### src/rtl/sap_pkg.sv
package sap_pkg;

	localparam int unsigned SAP_CHANNELS = 2;
	localparam int unsigned SAP_DATA_W = 32;
	localparam int unsigned SAP_FIFO_DEPTH = 16;
	localparam int unsigned SAP_PTR_W = 4;
	localparam int unsigned SAP_LVL_W = 5;
	localparam int unsigned SAP_ST_PER_CH = 4;

	// register byte addresses
	localparam logic [7:0] SAP_OFF_CONTROL = 8'h00;
	localparam logic [7:0] SAP_OFF_MCLK = 8'h04;
	localparam logic [7:0] SAP_OFF_STATUS = 8'h08;
	localparam logic [7:0] SAP_OFF_MASK = 8'h0C;
	localparam logic [7:0] SAP_CH_BASE = 8'h20;
	localparam logic [7:0] SAP_CH_STRIDE = 8'h20;
	localparam logic [7:0] SAP_CH_MASK = 8'hE0;
	localparam logic [7:0] SAP_CH_CONFIG = 8'h00;
	localparam logic [7:0] SAP_CH_THRESH = 8'h04;
	localparam logic [7:0] SAP_CH_TXDATA = 8'h08;
	localparam logic [7:0] SAP_CH_RXDATA = 8'h0C;
	localparam logic [7:0] SAP_CH_LEVEL = 8'h10;

	// field positions
	localparam int unsigned SAP_CFG_DIR_LSB = 0;
	localparam int unsigned SAP_CFG_FMT_LSB = 2;
	localparam int unsigned SAP_CFG_SLAVE_BIT = 4;
	localparam int unsigned SAP_CFG_SWAP_BIT = 5;
	localparam int unsigned SAP_CFG_WIDTH_LSB = 8;
	localparam int unsigned SAP_CFG_RATIO_LSB = 16;
	localparam int unsigned SAP_THR_RX_LSB = 0;
	localparam int unsigned SAP_THR_TX_LSB = 8;
	localparam int unsigned SAP_LVL_TX_LSB = 0;
	localparam int unsigned SAP_LVL_RX_LSB = 8;
	localparam int unsigned SAP_LVL_TXE_BIT = 16;
	localparam int unsigned SAP_LVL_RXF_BIT = 17;
	localparam int unsigned SAP_ST_TXE = 0;
	localparam int unsigned SAP_ST_RXF = 1;
	localparam int unsigned SAP_ST_UNDER = 2;
	localparam int unsigned SAP_ST_OVER = 3;

	// values after reset, and write limits
	localparam logic SAP_RST_ENHANCED = 1'b1;
	localparam logic [13:0] SAP_RST_MCLK = 14'h0100;
	localparam logic [13:0] SAP_MCLK_MIN = 14'h0010;
	localparam logic [13:0] SAP_MCLK_MAX = 14'h2000;
	localparam logic [1:0] SAP_RST_DIR_CH0 = 2'h2;
	localparam logic [1:0] SAP_RST_DIR_CH1 = 2'h0;
	localparam logic [5:0] SAP_RST_WIDTH = 6'h10;
	localparam logic [6:0] SAP_RST_RATIO = 7'h40;
	localparam logic [4:0] SAP_RST_RX_THR = 5'h08;
	localparam logic [3:0] SAP_RST_TX_THR = 4'h8;
	localparam logic [4:0] SAP_RX_THR_MAX = 5'h10;

	typedef enum logic [1:0] {SAP_DIR_OFF, SAP_DIR_RX, SAP_DIR_TX, SAP_DIR_BOTH} sap_dir_type;
	typedef enum logic [1:0] {SAP_FMT_I2S, SAP_FMT_LEFT, SAP_FMT_RIGHT} sap_fmt_type;

	function automatic logic sap_width_ok(input logic [5:0] w, input logic enh);
		sap_width_ok = (w == 6'h08) || (w == 6'h10) || (w == 6'h12) || (w == 6'h14) ||
			(w == 6'h16) || (w == 6'h18) || (enh && (w == 6'h20));
	endfunction : sap_width_ok

	function automatic logic sap_ratio_ok(input logic [6:0] r);
		sap_ratio_ok = (r == 7'h10) || (r == 7'h20) || (r == 7'h30) || (r == 7'h40);
	endfunction : sap_ratio_ok

	function automatic logic [31:0] sap_swap(input logic [31:0] d, input logic en);
		sap_swap = en ? {d[7:0], d[15:8], d[23:16], d[31:24]} : d;
	endfunction : sap_swap

endpackage : sap_pkg

### src/rtl/sap_port.sv
// Summary of operation
// - basic 8-bit: rx flag at 4/8/12
// - basic 16-bit: rx flag at 2/4/6
// - basic wider samples: rx flag at 1/2/3
// - enhanced: tx flag at level <= 0..15
// - enhanced: rx flag at level >= 1..16
// - per-channel byte reversal on fifo access
// - four directions; channel 1 never both
// - formats I2S, left and right justified
// - widths 8..24, enhanced adds 32
// - bit clock 16, 32, 48, 64 Fs
// - one master ratio for both channels
// - mode 0 drives clocks, 1 accepts
// - basic 8-bit: tx flag at 12/8/4
module sap_port
	import sap_pkg::*;
(
	// clock and reset
	input wire logic clock,
	input wire logic rst_b,
	// register port
	input wire logic [7:0] addr,
	input wire logic [31:0] wdata,
	input wire logic wr,
	input wire logic rd,
	output logic [31:0] rdata,
	// interrupt
	output logic irq,
	// bit clock pins, per channel
	input wire logic [1:0] bit_clock_in,
	output logic [1:0] bit_clock_out,
	output logic [1:0] bit_clock_oe,
	// word select clock pins, per channel
	input wire logic [1:0] word_select_clock_in,
	output logic [1:0] word_select_clock_out,
	output logic [1:0] word_select_clock_oe,
	// serial data pins, per channel
	input wire logic [1:0] serial_data_in,
	output logic [1:0] serial_data_out
);

	localparam int unsigned NST = SAP_CHANNELS * SAP_ST_PER_CH;

	logic rst_sync1_b;
	logic rst_int_b;
	logic [1:0] bclk_s1, bclk_s2, ws_s1, ws_s2, din_s1, din_s2;
	logic enhanced_sound_port;
	logic [13:0] master_clock_ratio;
	logic [NST-1:0] status, mask, events;
	logic [31:0] ch_rd [SAP_CHANNELS];

	always_ff @(posedge clock or negedge rst_b) begin
		if (!rst_b) begin
			rst_sync1_b <= 1'b0;
			rst_int_b <= 1'b0;
		end else begin
			rst_sync1_b <= 1'b1;
			rst_int_b <= rst_sync1_b;
		end
	end

	// pin synchronisers
	always_ff @(posedge clock or negedge rst_int_b) begin
		if (!rst_int_b) begin
			bclk_s1 <= 2'h0;
			bclk_s2 <= 2'h0;
			ws_s1 <= 2'h0;
			ws_s2 <= 2'h0;
			din_s1 <= 2'h0;
			din_s2 <= 2'h0;
		end else begin
			bclk_s1 <= bit_clock_in;
			bclk_s2 <= bclk_s1;
			ws_s1 <= word_select_clock_in;
			ws_s2 <= ws_s1;
			din_s1 <= serial_data_in;
			din_s2 <= din_s1;
		end
	end

	// global control and the shared master clock ratio
	always_ff @(posedge clock or negedge rst_int_b) begin
		if (!rst_int_b) begin
			enhanced_sound_port <= SAP_RST_ENHANCED;
			master_clock_ratio <= SAP_RST_MCLK;
			mask <= '0;
		end else if (wr) begin
			if (addr == SAP_OFF_CONTROL) begin
				enhanced_sound_port <= wdata[0];
			end else if (addr == SAP_OFF_MCLK) begin
				if (wdata[13:0] >= SAP_MCLK_MIN && wdata[13:0] <= SAP_MCLK_MAX &&
						wdata[31:14] == 18'h0_0000) begin
					master_clock_ratio <= wdata[13:0];
				end
			end else if (addr == SAP_OFF_MASK) begin
				mask <= wdata[NST-1:0];
			end
		end
	end

	// sticky status, write one to clear, a new event wins over the clear
	always_ff @(posedge clock or negedge rst_int_b) begin
		if (!rst_int_b) begin
			status <= '0;
		end else if (wr && addr == SAP_OFF_STATUS) begin
			status <= (status & ~wdata[NST-1:0]) | events;
		end else begin
			status <= status | events;
		end
	end

	assign irq = |(status & mask);

	always_ff @(posedge clock or negedge rst_int_b) begin
		if (!rst_int_b) begin
			rdata <= 32'h0000_0000;
		end else begin
			rdata <= 32'h0000_0000;
			if (rd) begin
				if (addr == SAP_OFF_CONTROL) begin
					rdata <= {31'h0000_0000, enhanced_sound_port};
				end else if (addr == SAP_OFF_MCLK) begin
					rdata <= {18'h0_0000, master_clock_ratio};
				end else if (addr == SAP_OFF_STATUS) begin
					rdata <= {{(32 - NST){1'b0}}, status};
				end else if (addr == SAP_OFF_MASK) begin
					rdata <= {{(32 - NST){1'b0}}, mask};
				end else if ((addr & SAP_CH_MASK) == SAP_CH_BASE) begin
					rdata <= ch_rd[0];
				end else if ((addr & SAP_CH_MASK) == 8'(SAP_CH_BASE + SAP_CH_STRIDE)) begin
					rdata <= ch_rd[1];
				end
			end
		end
	end

	for (genvar i = 0; i < SAP_CHANNELS; i++) begin : g_ch
		logic hit;
		logic [7:0] loc;
		logic [1:0] channel_direction_select;
		logic [1:0] frame_format_select;
		logic clock_direction_select;
		logic fifo_byte_reverse;
		logic [5:0] sample_width_select;
		logic [6:0] bit_clock_ratio;
		logic [4:0] rx_full_threshold;
		logic [3:0] tx_empty_threshold;
		logic active, tx_on, rx_on;
		logic [31:0] tx_mem [SAP_FIFO_DEPTH];
		logic [31:0] rx_mem [SAP_FIFO_DEPTH];
		logic [SAP_PTR_W-1:0] tx_wp, tx_rp, rx_wp, rx_rp;
		logic [SAP_LVL_W-1:0] tx_cnt, rx_cnt, unit, tx_lim, rx_lim;
		logic [1:0] code;
		logic tx_empty_flag, rx_full_flag;
		logic tx_push, tx_pop, rx_push, rx_pop, under, over;
		logic [14:0] acc, next_sum;
		logic bclk_q, ws_q, lvl, lvl_d, fall, rise, ws_last, new_word, started;
		logic [5:0] slot, bitcnt, next_bitcnt, off, k_out, k_in, idx;
		logic [31:0] tx_word, word_now, rx_acc;
		logic dout;

		assign hit = (addr & SAP_CH_MASK) == 8'(SAP_CH_BASE + i * SAP_CH_STRIDE);
		assign loc = addr & ~SAP_CH_MASK;

		always_ff @(posedge clock or negedge rst_int_b) begin
			if (!rst_int_b) begin
				channel_direction_select <= (i == 0) ? SAP_RST_DIR_CH0 : SAP_RST_DIR_CH1;
				frame_format_select <= SAP_FMT_I2S;
				clock_direction_select <= 1'b0;
				fifo_byte_reverse <= 1'b0;
				sample_width_select <= SAP_RST_WIDTH;
				bit_clock_ratio <= SAP_RST_RATIO;
				rx_full_threshold <= SAP_RST_RX_THR;
				tx_empty_threshold <= SAP_RST_TX_THR;
			end else if (wr && hit && loc == SAP_CH_CONFIG) begin
				if (!(i == 1 && wdata[SAP_CFG_DIR_LSB +: 2] == SAP_DIR_BOTH)) begin
					channel_direction_select <= wdata[SAP_CFG_DIR_LSB +: 2];
				end
				if (wdata[SAP_CFG_FMT_LSB +: 2] != 2'h3) begin
					frame_format_select <= wdata[SAP_CFG_FMT_LSB +: 2];
				end
				clock_direction_select <= wdata[SAP_CFG_SLAVE_BIT];
				fifo_byte_reverse <= wdata[SAP_CFG_SWAP_BIT];
				if (sap_width_ok(wdata[SAP_CFG_WIDTH_LSB +: 6], enhanced_sound_port)) begin
					sample_width_select <= wdata[SAP_CFG_WIDTH_LSB +: 6];
				end
				if (sap_ratio_ok(wdata[SAP_CFG_RATIO_LSB +: 7])) begin
					bit_clock_ratio <= wdata[SAP_CFG_RATIO_LSB +: 7];
				end
			end else if (wr && hit && loc == SAP_CH_THRESH) begin
				if (wdata[SAP_THR_RX_LSB +: 5] != 5'h00 &&
						wdata[SAP_THR_RX_LSB +: 5] <= SAP_RX_THR_MAX) begin
					rx_full_threshold <= wdata[SAP_THR_RX_LSB +: 5];
				end
				tx_empty_threshold <= wdata[SAP_THR_TX_LSB +: 4];
			end
		end

		assign active = channel_direction_select != SAP_DIR_OFF;
		assign tx_on = channel_direction_select[1];
		assign rx_on = channel_direction_select[0];

		// basic variant: threshold code picks a multiple of a width dependent unit
		always_comb begin
			code = (tx_empty_threshold[1:0] == 2'h3) ? 2'h2 : tx_empty_threshold[1:0];
			if (sample_width_select == 6'h08) begin
				unit = 5'h04;
			end else if (sample_width_select == 6'h10) begin
				unit = 5'h02;
			end else begin
				unit = 5'h01;
			end
			if (enhanced_sound_port) begin
				tx_lim = {1'b0, tx_empty_threshold};
				rx_lim = rx_full_threshold;
			end else begin
				tx_lim = 5'((3 - code) * unit);
				rx_lim = 5'((rx_full_threshold[1:0] == 2'h3 ? 2'h3 : rx_full_threshold[1:0] + 2'h1) * unit);
			end
		end

		assign tx_empty_flag = tx_cnt <= tx_lim;
		assign rx_full_flag = rx_cnt >= rx_lim;

		assign tx_push = wr && hit && loc == SAP_CH_TXDATA && tx_cnt != 5'(SAP_FIFO_DEPTH);
		assign tx_pop = fall && new_word && tx_on && tx_cnt != 5'h00;
		assign under = fall && new_word && tx_on && tx_cnt == 5'h00;
		assign rx_push = fall && new_word && rx_on && started && rx_cnt != 5'(SAP_FIFO_DEPTH);
		assign over = fall && new_word && rx_on && started && rx_cnt == 5'(SAP_FIFO_DEPTH);
		assign rx_pop = rd && hit && loc == SAP_CH_RXDATA && rx_cnt != 5'h00;

		always_ff @(posedge clock) begin
			if (tx_push) begin
				tx_mem[tx_wp] <= sap_swap(wdata, fifo_byte_reverse);
			end
			if (rx_push) begin
				rx_mem[rx_wp] <= rx_acc;
			end
		end

		always_ff @(posedge clock or negedge rst_int_b) begin
			if (!rst_int_b) begin
				tx_wp <= '0;
				tx_rp <= '0;
				tx_cnt <= '0;
				rx_wp <= '0;
				rx_rp <= '0;
				rx_cnt <= '0;
			end else begin
				tx_wp <= tx_wp + SAP_PTR_W'(tx_push);
				tx_rp <= tx_rp + SAP_PTR_W'(tx_pop);
				tx_cnt <= tx_cnt + SAP_LVL_W'(tx_push) - SAP_LVL_W'(tx_pop);
				rx_wp <= rx_wp + SAP_PTR_W'(rx_push);
				rx_rp <= rx_rp + SAP_PTR_W'(rx_pop);
				rx_cnt <= rx_cnt + SAP_LVL_W'(rx_push) - SAP_LVL_W'(rx_pop);
			end
		end

		// master bit clock: fractional divide of the shared master clock ratio
		assign next_sum = acc + {7'h00, bit_clock_ratio, 1'b0};
		always_ff @(posedge clock or negedge rst_int_b) begin
			if (!rst_int_b) begin
				acc <= '0;
				bclk_q <= 1'b0;
			end else if (!active || clock_direction_select) begin
				acc <= '0;
				bclk_q <= 1'b0;
			end else if (next_sum >= {1'b0, master_clock_ratio}) begin
				acc <= next_sum - {1'b0, master_clock_ratio};
				bclk_q <= ~bclk_q;
			end else begin
				acc <= next_sum;
			end
		end

		// slave mode takes both clocks from the converter
		assign lvl = clock_direction_select ? bclk_s2[i] : bclk_q;
		assign fall = lvl_d && !lvl;
		assign rise = !lvl_d && lvl;
		assign slot = {1'b0, bit_clock_ratio[6:2]} << 1;
		assign new_word = clock_direction_select ? (ws_s2[i] != ws_last) : (bitcnt == slot - 6'h01);
		assign next_bitcnt = new_word ? 6'h00 : bitcnt + 6'h01;

		always_comb begin
			if (frame_format_select == SAP_FMT_I2S) begin
				off = 6'h01;
			end else if (frame_format_select == SAP_FMT_LEFT) begin
				off = 6'h00;
			end else begin
				off = (slot > sample_width_select) ? slot - sample_width_select : 6'h00;
			end
		end

		assign word_now = !new_word ? tx_word :
			(tx_cnt != 5'h00 ? tx_mem[tx_rp] : 32'h0000_0000);
		assign k_out = next_bitcnt - off;
		assign k_in = bitcnt - off;
		assign idx = sample_width_select - 6'h01 - k_out;

		always_ff @(posedge clock or negedge rst_int_b) begin
			if (!rst_int_b) begin
				lvl_d <= 1'b0;
				ws_last <= 1'b0;
				ws_q <= 1'b0;
				bitcnt <= '0;
				started <= 1'b0;
				tx_word <= 32'h0000_0000;
				rx_acc <= 32'h0000_0000;
				dout <= 1'b0;
			end else if (!active) begin
				lvl_d <= 1'b0;
				ws_q <= 1'b0;
				bitcnt <= '0;
				started <= 1'b0;
				dout <= 1'b0;
			end else begin
				lvl_d <= lvl;
				if (fall) begin
					ws_last <= ws_s2[i];
					bitcnt <= next_bitcnt;
					if (new_word) begin
						ws_q <= ~ws_q;
						started <= 1'b1;
						tx_word <= word_now;
						rx_acc <= 32'h0000_0000;
					end
					if (tx_on && next_bitcnt >= off && k_out < sample_width_select) begin
						dout <= word_now[idx[4:0]];
					end else begin
						dout <= 1'b0;
					end
				end else if (rise && rx_on && bitcnt >= off && k_in < sample_width_select) begin
					rx_acc <= {rx_acc[30:0], din_s2[i]};
				end
			end
		end

		assign bit_clock_out[i] = bclk_q;
		assign bit_clock_oe[i] = active && !clock_direction_select;
		assign word_select_clock_out[i] = ws_q ^ (frame_format_select != SAP_FMT_I2S);
		assign word_select_clock_oe[i] = active && !clock_direction_select;
		assign serial_data_out[i] = dout;

		assign events[i * SAP_ST_PER_CH + SAP_ST_TXE] = tx_empty_flag && tx_on;
		assign events[i * SAP_ST_PER_CH + SAP_ST_RXF] = rx_full_flag && rx_on;
		assign events[i * SAP_ST_PER_CH + SAP_ST_UNDER] = under;
		assign events[i * SAP_ST_PER_CH + SAP_ST_OVER] = over;

		always_comb begin
			ch_rd[i] = 32'h0000_0000;
			if (loc == SAP_CH_CONFIG) begin
				ch_rd[i] = {9'h000, bit_clock_ratio, 2'h0, sample_width_select, 2'h0,
					fifo_byte_reverse, clock_direction_select, frame_format_select,
					channel_direction_select};
			end else if (loc == SAP_CH_THRESH) begin
				ch_rd[i] = {20'h0_0000, tx_empty_threshold, 3'h0, rx_full_threshold};
			end else if (loc == SAP_CH_RXDATA) begin
				if (rx_cnt != 5'h00) begin
					ch_rd[i] = sap_swap(rx_mem[rx_rp], fifo_byte_reverse);
				end
			end else if (loc == SAP_CH_LEVEL) begin
				ch_rd[i] = {14'h0000, rx_full_flag, tx_empty_flag, 3'h0, rx_cnt, 3'h0, tx_cnt};
			end
		end
	end

endmodule : sap_port

### config.mk
export PLATFORM = sky130hd
export DESIGN_NAME = sap_port
export DESIGN_NICKNAME = d
export VERILOG_FILES = /design/src/rtl/sap_pkg.sv /design/src/rtl/sap_port.sv
export SDC_FILE = /design/constraint.sdc
export NUM_CORES = 2
export LEC_CHECK = 0
export ABC_AREA = 1
export BUFFER_PORTS_ARGS = -buffer_cell sky130_fd_sc_hd__buf_4
export CORE_MARGIN = 2
export CORE_UTILIZATION = 30
export DETAILED_ROUTE_END_ITERATION = 10
export SLEW_MARGIN = 30
export SYNTH_ARGS = -nofsm -noshare
export SYNTH_HDL_FRONTEND = slang
export SYNTH_SLANG_ARGS = --single-unit
export TNS_END_PERCENT = 5
### constraint.sdc
create_clock -name clock -period 12.6 [get_ports clock]
set_input_delay 1.89 -clock clock [delete_from_list [all_inputs] [get_ports clock]]
set_output_delay 1.89 -clock clock [all_outputs]
set_load 0.02 [all_outputs]
==> results.txt <==
Final ANT Viol Nets -> 0
Vias after detailed routing -> 72,927
DP Wirelength -> 182,400 um
Worst-margin pin slew -> 1.062 ns
Smallest hold slack -> 0.2115 ns
Status -> finished, final reports clean
Die X-Extent -> 596.4 um
# DRC -> 0
Clock net sink count -> 2,415
WL met1 -> 133,000 um
Number of design-rule violations left by the first detailed-router iteration -> 7,361
# port buffers -> 92
Setup_tns -> 0 ns
Vias in the first global route -> 68,416
Routed WL per cell -> 21.91 um
Number of buffers inserted during clock tree synthesis -> 269
Most common cell in the netlist -> sky130_fd_sc_hd__edfxtp_1
Leakage power figure -> 0.04482 uW
Worst setup SP type -> flip-flop
Ports -> 93
Count of buffers added by post-CTS timing repair for setup -> 0
Number of buffers added to fix hold violations after cts -> 0
Worst slew slack as a fraction of its limit -> 29.18%
Final layout net count -> 9,760
Critical Path Fanout Max -> 38
Pin count of the biggest net entering global routing -> 180
Biggest area consumer among synthesized cells -> sky130_fd_sc_hd__edfxtp_1
Hold Crit Class -> reg -> async
Arrival time of data at the critical path endpoint -> 6.45 ns
Proportion of netlist area held by the largest area contributor -> 58.41%
Post-synthesis register bit count -> 2,415
Leading cell types by total area after synthesis -> sky130_fd_sc_hd__edfxtp_1 58%, sky130_fd_sc_hd__dfrtp_1 8.5%, sky130_fd_sc_hd__nand2_1 7.0%
Top post-synthesis cells by count -> 2,048 x sky130_fd_sc_hd__edfxtp_1, 1,958 x sky130_fd_sc_hd__nand2_1, 1,062 x sky130_fd_sc_hd__nor2_1
Rows -> 217
Setup skew after layout -> 0.05452 ns
Post-layout instance count excluding filler cells -> 14,325
Global route overflow -> 0
Crit. End Element -> flip-flop
Peak supply drop -> 163.7 uV
Avg Cell Area, Syn -> 11.10 um2
Mapped Nets -> 9,737
Proportion of synthesized flip-flops having asynchronous set or reset -> 15.20%
Wire length of the first global-routing pass -> 457,800 um
RSZ-0062 raised after global routing -> no
Part of the cycle the worst path needs -> 44.96%
Final Slew Violations -> 0
Clock tree from TritonCTS -> built
Floorplan core area -> 349,400 um2
Routed wire length on met2 -> 146,900 um
Most instantiated flip-flop cell in the synthesis netlist -> sky130_fd_sc_hd__edfxtp_1
Area of the die -> 355,700 um2
Peak clock frequency supported by timing -> 0.1765 GHz
TritonRoute pass-1 iters -> 7
Drt total wl -> 313,900 um
Initial antenna violation count -> 30
Fraction of final layout cells sized beyond drive strength 1 -> 8.715%
Starting Density -> 30.13%
Post-CTS clock slew at the launch and capture registers of the worst setup and hold paths -> 0.06 ns
Max H-tree Level -> 5
Resize count post-CTS -> 0
Warning count from the yosys run -> 0
Crit path time final -> 5.665 ns
Die extent in y -> 596.4 um
Library cells used by synthesis -> 62
Bufs on Longest Clock Path -> 4
GRT Total Usage -> 17.05%
Required @ worst endpoint -> 13.38 ns
Area of the mapped netlist -> 105,300 um2
Area Overhead vs Synth -> 13.81%
Met3 routed WL -> 20,850 um
Worst skew pair latency -> 0.86 ns
Final setup vio count -> 0
Max Used Layer -> met5
Sequential area share after synthesis -> 67.14%
Path type of the worst setup path -> reg -> reg
Count of flip-flops with a built-in enable after synthesis -> 2,048
Last weighted congestion value of the routability-driven placer -> 0.8947
Power per Cell Area -> 173.9 nW/um2
Cell count after synthesis -> 9,485
Final hold viol count -> 0
Count of maximum capacitance violations -> 0
Clk Tree Root Cell -> sky130_fd_sc_hd__clkbuf_16
Via-to-Cell Ratio -> 5.091
Number of placed cells counting well taps -> 13,836
==> path summary, 6_finish.rpt <==
| path | endpoint | startpoint | slack [ns] | depth (start not counted) |
|---|---|---|---|---|
| max | g_ch[0].dout | g_ch[0].bit_clock_ratio[2] | 6.93 | 26 |
| min | din_s1[1] | rst_int_b | 0.21 | 0 |
| max reg2reg | g_ch[0].dout | g_ch[0].bit_clock_ratio[2] | 6.93 | 26 |
| min reg2reg | din_s1[1] | rst_int_b | 0.21 | 0 |
| max in group asynchronous | g_ch[0].rx_rp[0] | rst_int_b | 10.21 | 2 |
| min in group clock | din_s2[0] | din_s1[0] | 0.34 | 0 |
==> where the power goes <==
part           internal, uW  switching [uW]
Sequential             8900             234
Combinational          1200            2810
Clock                  4510            3180
Total                 14600            6230
==> logic make-up after synthesis <==
family / synth area share (%)
AND/OR/NAND/NOR: 15.72
AO/OA/AOI/OAI: 9.478
adder cells (fa/ha/maj): 2.529
multiplexers: 0.05704
XOR/XNOR: 0.8805
flip-flops: 67.14
other: 0.003561
buffers and inverters: 4.191
==> cell usage in the layout, fill, tap and decap left out, types with 38 or more instances in the layout <==
master,count
sky130_fd_sc_hd__nor2_4,75
sky130_fd_sc_hd__o21a_1,45
sky130_fd_sc_hd__inv_1,457
sky130_fd_sc_hd__xor2_1,71
sky130_fd_sc_hd__a21oi_1,366
sky130_fd_sc_hd__o211ai_1,141
sky130_fd_sc_hd__nand2_1,1954
sky130_fd_sc_hd__ha_1,184
sky130_fd_sc_hd__o221ai_1,110
sky130_fd_sc_hd__o22ai_1,83
sky130_fd_sc_hd__edfxtp_1,2048
sky130_fd_sc_hd__a221oi_1,38
sky130_fd_sc_hd__clkbuf_16,278
sky130_fd_sc_hd__o21ai_0,820
sky130_fd_sc_hd__clkbuf_1,66
sky130_fd_sc_hd__nand3_1,854
sky130_fd_sc_hd__dfrtp_1,340
sky130_fd_sc_hd__buf_4,272
sky130_fd_sc_hd__nor2_1,994
sky130_fd_sc_hd__clkinv_1,47
==> layout make-up <==
cell class	instances	area (um2)
Fill cell	34190	229600
Sequential cell	2415	70740
Multi-Input combinational cell	6056	30830
Clock buffer	357	7383
Tap cell	4599	5754
Timing Repair Buffer	276	2122
Inverter	490	1866
Clock inverter	113	1090
Antenna cell	19	47.55
==> stage by stage <==
stage          utilization, %  area [um2]  total power [uW]  setup WS (ns)
3_3_place_gp            31.83      111200             13220          6.984
3_5_place_dp            31.85      111300             13250          7.056
6_report                34.29      119800             20840          6.935
2_1_floorplan               -      105300             12020          1.633
5_1_grt                 34.29      119800             21700          6.524
4_1_cts                 34.27      119800             20900          7.056
==> critical path: stages (launching register included) <==
cell	delay, ns
sky130_fd_sc_hd__dfrtp_1	0.49
sky130_fd_sc_hd__inv_2	0.09
sky130_fd_sc_hd__ha_1	0.32
sky130_fd_sc_hd__nand2_1	0.07
sky130_fd_sc_hd__nand3_1	0.07
sky130_fd_sc_hd__nor2_1	0.09
sky130_fd_sc_hd__nand2_1	0.06
sky130_fd_sc_hd__nor2_1	0.12
sky130_fd_sc_hd__nand2_2	0.41
sky130_fd_sc_hd__nand2_2	0.78
sky130_fd_sc_hd__inv_2	0.16
sky130_fd_sc_hd__nand2_1	0.13
sky130_fd_sc_hd__ha_1	0.15
sky130_fd_sc_hd__inv_1	0.07
sky130_fd_sc_hd__fa_1	0.57
sky130_fd_sc_hd__inv_1	0.07
sky130_fd_sc_hd__fa_1	0.77
sky130_fd_sc_hd__clkinv_1	0.38
sky130_fd_sc_hd__nand3_1	0.18
sky130_fd_sc_hd__nand3_1	0.08
sky130_fd_sc_hd__nand2_1	0.10
sky130_fd_sc_hd__nand2_1	0.05
sky130_fd_sc_hd__nand3_1	0.09
sky130_fd_sc_hd__nand2_1	0.05
sky130_fd_sc_hd__nand2_1	0.06
sky130_fd_sc_hd__nand3_1	0.06
sky130_fd_sc_hd__nand2_1	0.06
==> state kept, by name, summed over array words and instances, names as in the netlist, 10 cells and up <==
name                      count
g_ch.rx_mem                1024
g_ch.tx_mem                1024
g_ch.rx_acc                  64
g_ch.tx_word                 64
rdata                        32
g_ch.acc                     30
g_ch.bit_clock_ratio         14
master_clock_ratio           14
g_ch.bitcnt                  12
g_ch.sample_width_select     12
g_ch.rx_cnt                  10
g_ch.rx_full_threshold       10
g_ch.tx_cnt                  10
==> routing by layer <==
metal,global-route usage [%],up-vias
li1,-,33473
met1,23.13,36128
met2,27.37,2778
met3,2.153,544
met4,7.451,4
met5,0,-
Power figures use the tool's default switching activity.
